--- src/pkg/cdc_pkg.sv ---
// constants shared by the comparator digital control block
// assumes an 8-bit special function register bus at fixed addresses
package cdc_pkg;

  // register addresses on the special function register bus
  localparam logic [7:0] CDC_ADDR_CTRL = 8'h9B;
  localparam logic [7:0] CDC_ADDR_MODE = 8'h9D;

  // comparator control register fields
  localparam int CDC_CTRL_EN_BIT = 7;
  localparam int CDC_CTRL_OUT_BIT = 6;
  localparam int CDC_CTRL_RISE_BIT = 5;
  localparam int CDC_CTRL_FALL_BIT = 4;
  localparam int CDC_CTRL_HYP_LSB = 2;
  localparam int CDC_CTRL_HYN_LSB = 0;
  localparam logic [7:0] CDC_CTRL_RESET = 8'h00;

  // comparator mode register fields
  localparam int CDC_MODE_RSVD_BIT = 7;
  localparam int CDC_MODE_RIE_BIT = 5;
  localparam int CDC_MODE_FIE_BIT = 4;
  localparam int CDC_MODE_MD_LSB = 0;
  localparam logic [7:0] CDC_MODE_RESET = 8'h82;
  localparam logic [1:0] CDC_MD_RESET = 2'h2;

  // input codes are millivolts, unsigned
  localparam int CDC_IN_W = 12;

  // hysteresis amounts in millivolts per select code
  localparam logic [CDC_IN_W-1:0] CDC_HYST_L1_MV = 12'h005;
  localparam logic [CDC_IN_W-1:0] CDC_HYST_L2_MV = 12'h00A;
  localparam logic [CDC_IN_W-1:0] CDC_HYST_L3_MV = 12'h014;

  // hysteresis select code to millivolt offset
  function automatic logic [CDC_IN_W:0] cdc_hyst_mv(input logic [1:0] sel);
    logic [CDC_IN_W-1:0] v;
    v = '0;
    case (sel)
      2'h1: v = CDC_HYST_L1_MV;
      2'h2: v = CDC_HYST_L2_MV;
      2'h3: v = CDC_HYST_L3_MV;
      default: v = '0;
    endcase
    return {1'b0, v};
  endfunction

endpackage

--- src/pkg/cdc_cmp_if.sv ---
// bundle between the compare stage and the synchroniser stage
// assumes both stages sit in the same clock domain as the top
`timescale 1ns/1ps
`default_nettype none
interface cdc_cmp_if;
  logic enable;
  logic [1:0] hyp_sel;
  logic [1:0] hyn_sel;
  logic state;
  logic raw;
  logic rise_evt;
  logic fall_evt;

  // compare stage sees settings and the settled state
  modport cmp (input enable, hyp_sel, hyn_sel, state, output raw);
  // synchroniser stage turns raw into state and edge events
  modport syn (input enable, raw, output state, rise_evt, fall_evt);
endinterface
`default_nettype wire

--- src/rtl/cdc_top.sv ---
// comparator digital control: registers, flags, interrupt request
// assumes an 8-bit register bus in the clk_sys domain and digitised
// comparator inputs from the analog front end
`timescale 1ns/1ps
`default_nettype none
module cdc_top
  import cdc_pkg::*;
(
  input wire logic clk_sys, // system clock, 200 MHz
  input wire logic resetn, // asynchronous reset, active low
  input wire logic clk_en, // clock enable, freezes all state
  input wire logic [CDC_IN_W-1:0] positive_input, // positive side, mV
  input wire logic [CDC_IN_W-1:0] negative_input, // negative side, mV
  input wire logic [7:0] sfr_addr, // register address
  input wire logic [7:0] sfr_wdata, // write data
  input wire logic sfr_wr, // write strobe, one cycle
  input wire logic sfr_rd, // read strobe, one cycle
  output logic [7:0] sfr_rdata, // read data, one cycle after strobe
  input wire logic irq_source_enable, // comparator enabled as source
  input wire logic irq_global_enable, // global interrupt enable
  output logic comparator_irq_req, // flag and enable request
  output logic cpu_irq_req, // request gated to the processor
  output logic latched_output, // synchronised compare result
  output logic raw_output, // unsynchronised compare result
  output logic comparator_shutdown, // analog low-power shutdown
  output logic [1:0] response_mode_select, // analog response mode
  output logic [1:0] positive_hysteresis_select, // analog hyst up
  output logic [1:0] negative_hysteresis_select // analog hyst down
);

  // control register state
  logic enable_q;
  logic enable_d;
  logic rise_flag_q;
  logic rise_flag_d;
  logic fall_flag_q;
  logic fall_flag_d;
  logic [1:0] hyp_q;
  logic [1:0] hyp_d;
  logic [1:0] hyn_q;
  logic [1:0] hyn_d;

  // mode register state
  logic rise_irq_enable_q;
  logic rise_irq_enable_d;
  logic fall_irq_enable_q;
  logic fall_irq_enable_d;
  logic [1:0] mode_q;
  logic [1:0] mode_d;

  // read data register
  logic [7:0] rdata_q;
  logic [7:0] rdata_d;

  // decoded strobes and read images
  logic hit_ctrl;
  logic hit_mode;
  logic wr_ctrl;
  logic wr_mode;
  logic [7:0] ctrl_image;
  logic [7:0] mode_image;
  logic [7:0] read_mux;

  cdc_cmp_if link ();

  // settings handed to the compare path
  assign link.enable = enable_q;
  assign link.hyp_sel = hyp_q;
  assign link.hyn_sel = hyn_q;

  // combinational compare keeps raw alive without a clock
  cdc_compare u_compare (
    .positive_input(positive_input),
    .negative_input(negative_input),
    .cmp(link.cmp)
  );

  // synchroniser and edge detector on clk_sys
  cdc_sync_edge u_sync (
    .clk_sys(clk_sys),
    .resetn(resetn),
    .clk_en(clk_en),
    .syn(link.syn)
  );

  // address decode, unmapped addresses read zero and ignore writes
  assign hit_ctrl = sfr_addr == CDC_ADDR_CTRL;
  assign hit_mode = sfr_addr == CDC_ADDR_MODE;
  assign wr_ctrl = sfr_wr & hit_ctrl;
  assign wr_mode = sfr_wr & hit_mode;

  // control register next values
  assign enable_d = wr_ctrl ? sfr_wdata[CDC_CTRL_EN_BIT] : enable_q;
  assign hyp_d = wr_ctrl ?
    sfr_wdata[CDC_CTRL_HYP_LSB +: 2] : hyp_q;
  assign hyn_d = wr_ctrl ?
    sfr_wdata[CDC_CTRL_HYN_LSB +: 2] : hyn_q;

  // a detected edge wins over a same-cycle software clear
  assign rise_flag_d = link.rise_evt |
    (wr_ctrl ? sfr_wdata[CDC_CTRL_RISE_BIT] : rise_flag_q);
  assign fall_flag_d = link.fall_evt |
    (wr_ctrl ? sfr_wdata[CDC_CTRL_FALL_BIT] : fall_flag_q);

  // mode register next values, reserved bit not stored
  assign rise_irq_enable_d = wr_mode ?
    sfr_wdata[CDC_MODE_RIE_BIT] : rise_irq_enable_q;
  assign fall_irq_enable_d = wr_mode ?
    sfr_wdata[CDC_MODE_FIE_BIT] : fall_irq_enable_q;
  assign mode_d = wr_mode ?
    sfr_wdata[CDC_MODE_MD_LSB +: 2] : mode_q;

  // control and mode register flops
  always_ff @(posedge clk_sys or negedge resetn) begin
    if (!resetn) begin
      enable_q <= CDC_CTRL_RESET[CDC_CTRL_EN_BIT];
      rise_flag_q <= CDC_CTRL_RESET[CDC_CTRL_RISE_BIT];
      fall_flag_q <= CDC_CTRL_RESET[CDC_CTRL_FALL_BIT];
      hyp_q <= CDC_CTRL_RESET[CDC_CTRL_HYP_LSB +: 2];
      hyn_q <= CDC_CTRL_RESET[CDC_CTRL_HYN_LSB +: 2];
      rise_irq_enable_q <= CDC_MODE_RESET[CDC_MODE_RIE_BIT];
      fall_irq_enable_q <= CDC_MODE_RESET[CDC_MODE_FIE_BIT];
      mode_q <= CDC_MD_RESET;
    end else if (clk_en) begin
      enable_q <= enable_d;
      rise_flag_q <= rise_flag_d;
      fall_flag_q <= fall_flag_d;
      hyp_q <= hyp_d;
      hyn_q <= hyn_d;
      rise_irq_enable_q <= rise_irq_enable_d;
      fall_irq_enable_q <= fall_irq_enable_d;
      mode_q <= mode_d;
    end
  end

  // register read images
  assign ctrl_image = {enable_q, link.state, rise_flag_q, fall_flag_q,
    hyp_q, hyn_q};
  assign mode_image = {1'b1, 1'b0, rise_irq_enable_q, fall_irq_enable_q,
    2'h0, mode_q};
  assign read_mux = hit_ctrl ? ctrl_image :
    (hit_mode ? mode_image : 8'h00);
  assign rdata_d = sfr_rd ? read_mux : rdata_q;

  // read data held until the next read strobe
  always_ff @(posedge clk_sys or negedge resetn) begin
    if (!resetn) begin
      rdata_q <= 8'h00;
    end else if (clk_en) begin
      rdata_q <= rdata_d;
    end
  end

  assign sfr_rdata = rdata_q;

  // interrupt request from sticky flags and per-edge enables
  assign comparator_irq_req = (rise_flag_q & rise_irq_enable_q) |
    (fall_flag_q & fall_irq_enable_q);
  // the interrupt controller's gates decide if the cpu sees it
  assign cpu_irq_req = comparator_irq_req & irq_source_enable &
    irq_global_enable;

  // outputs towards the pins and analog front end
  assign latched_output = link.state;
  assign raw_output = link.raw;
  assign comparator_shutdown = ~enable_q;
  assign response_mode_select = mode_q;
  assign positive_hysteresis_select = hyp_q;
  assign negative_hysteresis_select = hyn_q;

endmodule
`default_nettype wire

--- src/rtl/cdc_compare.sv ---
// raw compare with programmable hysteresis, no clock on this path
// assumes input codes are digitised millivolts from the analog front
`timescale 1ns/1ps
`default_nettype none
module cdc_compare
  import cdc_pkg::*;
(
  input wire logic [CDC_IN_W-1:0] positive_input, // positive side, mV
  input wire logic [CDC_IN_W-1:0] negative_input, // negative side, mV
  cdc_cmp_if.cmp cmp // settings in, raw out
);

  logic [CDC_IN_W:0] pos_w;
  logic [CDC_IN_W:0] neg_w;
  logic [CDC_IN_W:0] rise_thr;
  logic [CDC_IN_W:0] pos_plus_hyn;
  logic go_high;
  logic stay_high;

  // thresholds widened one bit so sums never wrap
  assign pos_w = {1'b0, positive_input};
  assign neg_w = {1'b0, negative_input};
  assign rise_thr = neg_w + cdc_hyst_mv(cmp.hyp_sel);
  assign pos_plus_hyn = pos_w + cdc_hyst_mv(cmp.hyn_sel);

  // from low, need pos above neg plus positive offset
  assign go_high = pos_w > rise_thr;
  // from high, stay until pos falls below neg minus negative offset
  assign stay_high = !(pos_plus_hyn < neg_w);

  // state is the synchronised result, frozen if the clock stops
  assign cmp.raw = cmp.enable & (cmp.state ? stay_high : go_high);

endmodule
`default_nettype wire

--- src/rtl/cdc_sync_edge.sv ---
// two-stage synchroniser of the raw compare plus edge detection
// assumes raw is asynchronous to clk_sys
`timescale 1ns/1ps
`default_nettype none
module cdc_sync_edge (
  input wire logic clk_sys, // system clock
  input wire logic resetn, // asynchronous reset, active low
  input wire logic clk_en, // freezes state while low
  cdc_cmp_if.syn syn // raw in, latched state and edges out
);

  logic meta_q;
  logic sync_q;
  logic prev_q;
  logic latched;

  // first stage read only by the second
  always_ff @(posedge clk_sys or negedge resetn) begin
    if (!resetn) begin
      meta_q <= 1'b0;
      sync_q <= 1'b0;
      prev_q <= 1'b0;
    end else if (clk_en) begin
      meta_q <= syn.raw;
      sync_q <= meta_q;
      prev_q <= latched;
    end
  end

  // disabling forces zero at once, not after the pipe drains
  assign latched = sync_q & syn.enable;
  assign syn.state = latched;

  // one-cycle events on transitions of the latched output
  assign syn.rise_evt = clk_en & latched & ~prev_q;
  assign syn.fall_evt = clk_en & ~latched & prev_q;

endmodule
`default_nettype wire

--- config.mk ---
export PLATFORM = sky130hd
export DESIGN_NAME = cdc_top
export DESIGN_NICKNAME = d
export VERILOG_FILES = /design/src/pkg/cdc_pkg.sv /design/src/pkg/cdc_cmp_if.sv /design/src/rtl/cdc_top.sv /design/src/rtl/cdc_compare.sv /design/src/rtl/cdc_sync_edge.sv
export SDC_FILE = /design/constraint.sdc
export NUM_CORES = 1
export LEC_CHECK = 0
export BUFFER_PORTS_ARGS = -buffer_cell sky130_fd_sc_hd__buf_4
export CORE_UTILIZATION = 30
export DETAILED_ROUTE_END_ITERATION = 10
export SYNTH_ARGS = -nofsm -noshare
export SYNTH_HDL_FRONTEND = slang
export SYNTH_SLANG_ARGS = --single-unit
--- constraint.sdc ---
create_clock -name clk_sys -period 5.7 [get_ports clk_sys]
set_input_delay 1.14 -clock clk_sys [delete_from_list [all_inputs] [get_ports clk_sys]]
set_output_delay 1.14 -clock clk_sys [all_outputs]
set_load 0.01 [all_outputs]
==> metrics <==
outcome=completed; Hold Violations, Final=0; asr flop ratio synth=1.000; critical hold path startpoint=sfr_rdata[0]$_DFFE_PN0P_; Netlist cell types=48; Worst Path Max Fanout=5; core area=0.006869 mm²; Flop pwr share=0.375; vias per cell=4.941; max-slew violations=0; CP required=4560 ps; Yosys reg bits=22; Sequential Area=551.8 µm²; Die Footprint=0.007567 mm²; Layout area overhead=31.00%; Critical Path Sink Type=output pin; Combinational Power Share=0.309; initial core utilization=0.3155; EDFF count, synth=0; largest net degree at the start of global routing=23; filler cell count=699; critical path's largest stage delay=530 ps; CTS sink cnt=22; multi-input combinational cell area=0.001536 mm²; layout cells sized above 1=0.2839; io pins=66; FMAX=0.1824 GHz; worst-margin pin slew=425.5 ps; drt first pass iters=4; startpoint types=primary input; clock-pin slew on the worst setup and hold paths=90 ps; Cells after Synth=245; gpl congestion=0.8296; Synth top area share=0.2425; final worst-path cycle share=0.9619; CTS H-tree lvls=1; clk_lat worst skew=270 ps; Power Internal=333.4 µW; overall routing resource usage=0.1467; Port Buffers=64; synthesized area=0.002167 mm²; vias in the first global route=1,960; DRC viols=0; Worst EP arrival=4340 ps; Diodes inserted=0; top cells by area, synth=dfrtp_1 24%, ha_1 18%, xnor2_1 7.3%; path category of the worst min-delay check=flip-flop to flip-flop; post-DP HPWL=4517 µm; Slew HR=0.7156; Wirelength per Cell=13.34 µm; IR drop worst, VDD=0.07750 mV; global-route wire length before repair=8790 µm; Horiz. Die Dim=86.99 µm; Crit. Startpoint=positive_input[0]; sequential cell area fraction in the yosys report=0.2546; leakage=0.001370 µW; RSZ-0062 raised after global routing=false; Primary FF master, synth=dfrtp_1; YS warnings=0; Setup-failing EPs final=0; CTS buffer count=3; # rows=30; Worst R2R Start=negative_hysteresis_select[0]$_DFFE_PN0P_; Power Density=163.7 mW/mm²; critical path buffer and inverter count=2; final wirelength=5415 µm; Starting DRT DRC Count=80; Synth area leader=dfrtp_1; initial antenna violation count=0; Final min period=5483 ps; most frequent cell after synthesis=ha_1; CTS tree=built; CP top delay family=simple AND/OR/NAND/NOR gates; clock group share of total power=0.316; syn_area_per_cell=8.845 µm²; Synth top cells by count=31 x ha_1, 24 x nand2_1, 21 x dfrtp_1, 18 x xnor2_1, 16 x o21ai_0; Net Sw Frac=0.2828; Synthesized Nets=323; root buffer cell=clkbuf_8; chip height=86.99 µm; CP max stage cell=or4_1; total net switching power=131.4 µW; setup TNS=0 ps; Max Root-Sink Buffers=2; # nets final=389; Overflow after GRT=0; clock skew=9.636 ps; CP Cell Sequence=buf_4 > ha_1 > ha_1 > a21oi_1 > nand3_1 > a31oi_2 > nand2b_1 > xnor2_1 > ha_1 > nand3_1 > a21boi_1 > a2111oi_2 > a31oi_1 > or4_1 > and3_2 > buf_4; Routed Antenna Nets=0; final core utilization=0.4133; crit-path most repeated cell=ha_1; via count=2,006; max_cap viols=0; setup bufs post-CTS=0; type of the worst setup path=primary input to output pin
[power by group through the flow]
| stage | registers [µW] | clock network, µW | logic (µW) |
|---|---|---|---|
| floorplan | 175 | 0 | 78.7 |
| global placement | 177 | 0 | 141 |
| detailed placement | 177 | 0 | 144 |
| CTS | 174 | 149 | 145 |
| global route | 176 | 160 | 161 |
| finish | 174 | 147 | 144 |
[flip-flops by register name, summed over array words and instances, names as in the netlist]
register	count
response_mode_select	2
u_sync.sync_q	1
sfr_rdata	8
rise_flag_q	1
fall_flag_q	1
fall_irq_enable_q	1
u_sync.prev_q	1
enable_q	1
positive_hysteresis_select	2
negative_hysteresis_select	2
u_sync.meta_q	1
rise_irq_enable_q	1
[kinds of logic (layout without fill, tap and decap cells)]
logic type | count (synthesis) | count (layout) | share of synthesized area
XOR/XNOR | 22 | 22 | 0.08891
adder cells (fa/ha/maj) | 32 | 32 | 0.1836
multiplexers | 12 | 12 | 0.06120
buffers and inverters | 21 | 86 | 0.03926
AND/OR/NAND/NOR | 80 | 80 | 0.2009
flip-flops | 22 | 22 | 0.2546
AO/OA/AOI/OAI | 56 | 56 | 0.1715
[per-layer routing]
layer,routed length [µm],global-route usage,share of wire
met5,0,0,0
met4,33,0.01818,0.0061
met3,176,0.02370,0.033
met2,2649,0.2534,0.49
met1,2557,0.1973,0.47
[layout by cell type (no fill, tap or decap), drive strengths merged, types with 10 or more instances in the layout]
master,n
buf,67
ha,31
nand2,24
dfrtp,21
xnor2,18
o21ai,16
inv,15
nor2,11
a21oi,10
mux2,10
[layout make-up]
| class | instances | area share |
|---|---|---|
| Multi-Input combinational cell | 202 | 0.5412 |
| Sequential cell | 22 | 0.1944 |
| Timing Repair Buffer | 67 | 0.1772 |
| Tap cell | 96 | 0.04231 |
| Inverter | 15 | 0.01983 |
| Clock buffer | 3 | 0.01454 |
| Clock inverter | 1 | 0.01058 |
[metrics by stage]
step                cells  hold slack [ps]  setup slack, ps  cell area [µm²]  total power, µW
floorplan             245            471.2            751.7             2167            253.9
global placement      402            473.5            268.0             2761            318.0
detailed placement    402            471.6            248.4             2761            321.5
CTS                   406            491.1            227.7             2833            468.1
global route          406            526.1            17.55             2839            497.3
finish                406            484.2            217.2             2839            464.8
[timing repair]
| item | 4_1_cts | 5_1_grt |
|---|---|---|
| setup endpoints to repair | 0 | 1 |
| hold buffers | 0 | 0 |
| resized for setup | 0 | 1 |
[worst min-delay path, stage by stage (launching register included)]
cell	delay, ps
dfrtp_1	350
nand2_1	40
o21ai_0	60
[path summary, 6_finish.rpt]
| check | endpoint | slack (ps) | depth (start not counted) |
|---|---|---|---|
| worst max-delay path | raw_output | 220 | 16 |
| worst min-delay path | sfr_rdata[0]$_DFFE_PN0P_ | 480 | 2 |
| worst max register to register | u_sync.meta_q$_DFFE_PN0P_ | 1950 | 16 |
| worst min register to register | sfr_rdata[0]$_DFFE_PN0P_ | 480 | 2 |
| max in group asynchronous | response_mode_select[1]$_DFFE_PN1P_ | 4690 | 1 |
| min in group asynchronous | sfr_rdata[0]$_DFFE_PN0P_ | 740 | 1 |
No activity file was read; power rests on OpenSTA's default activity.
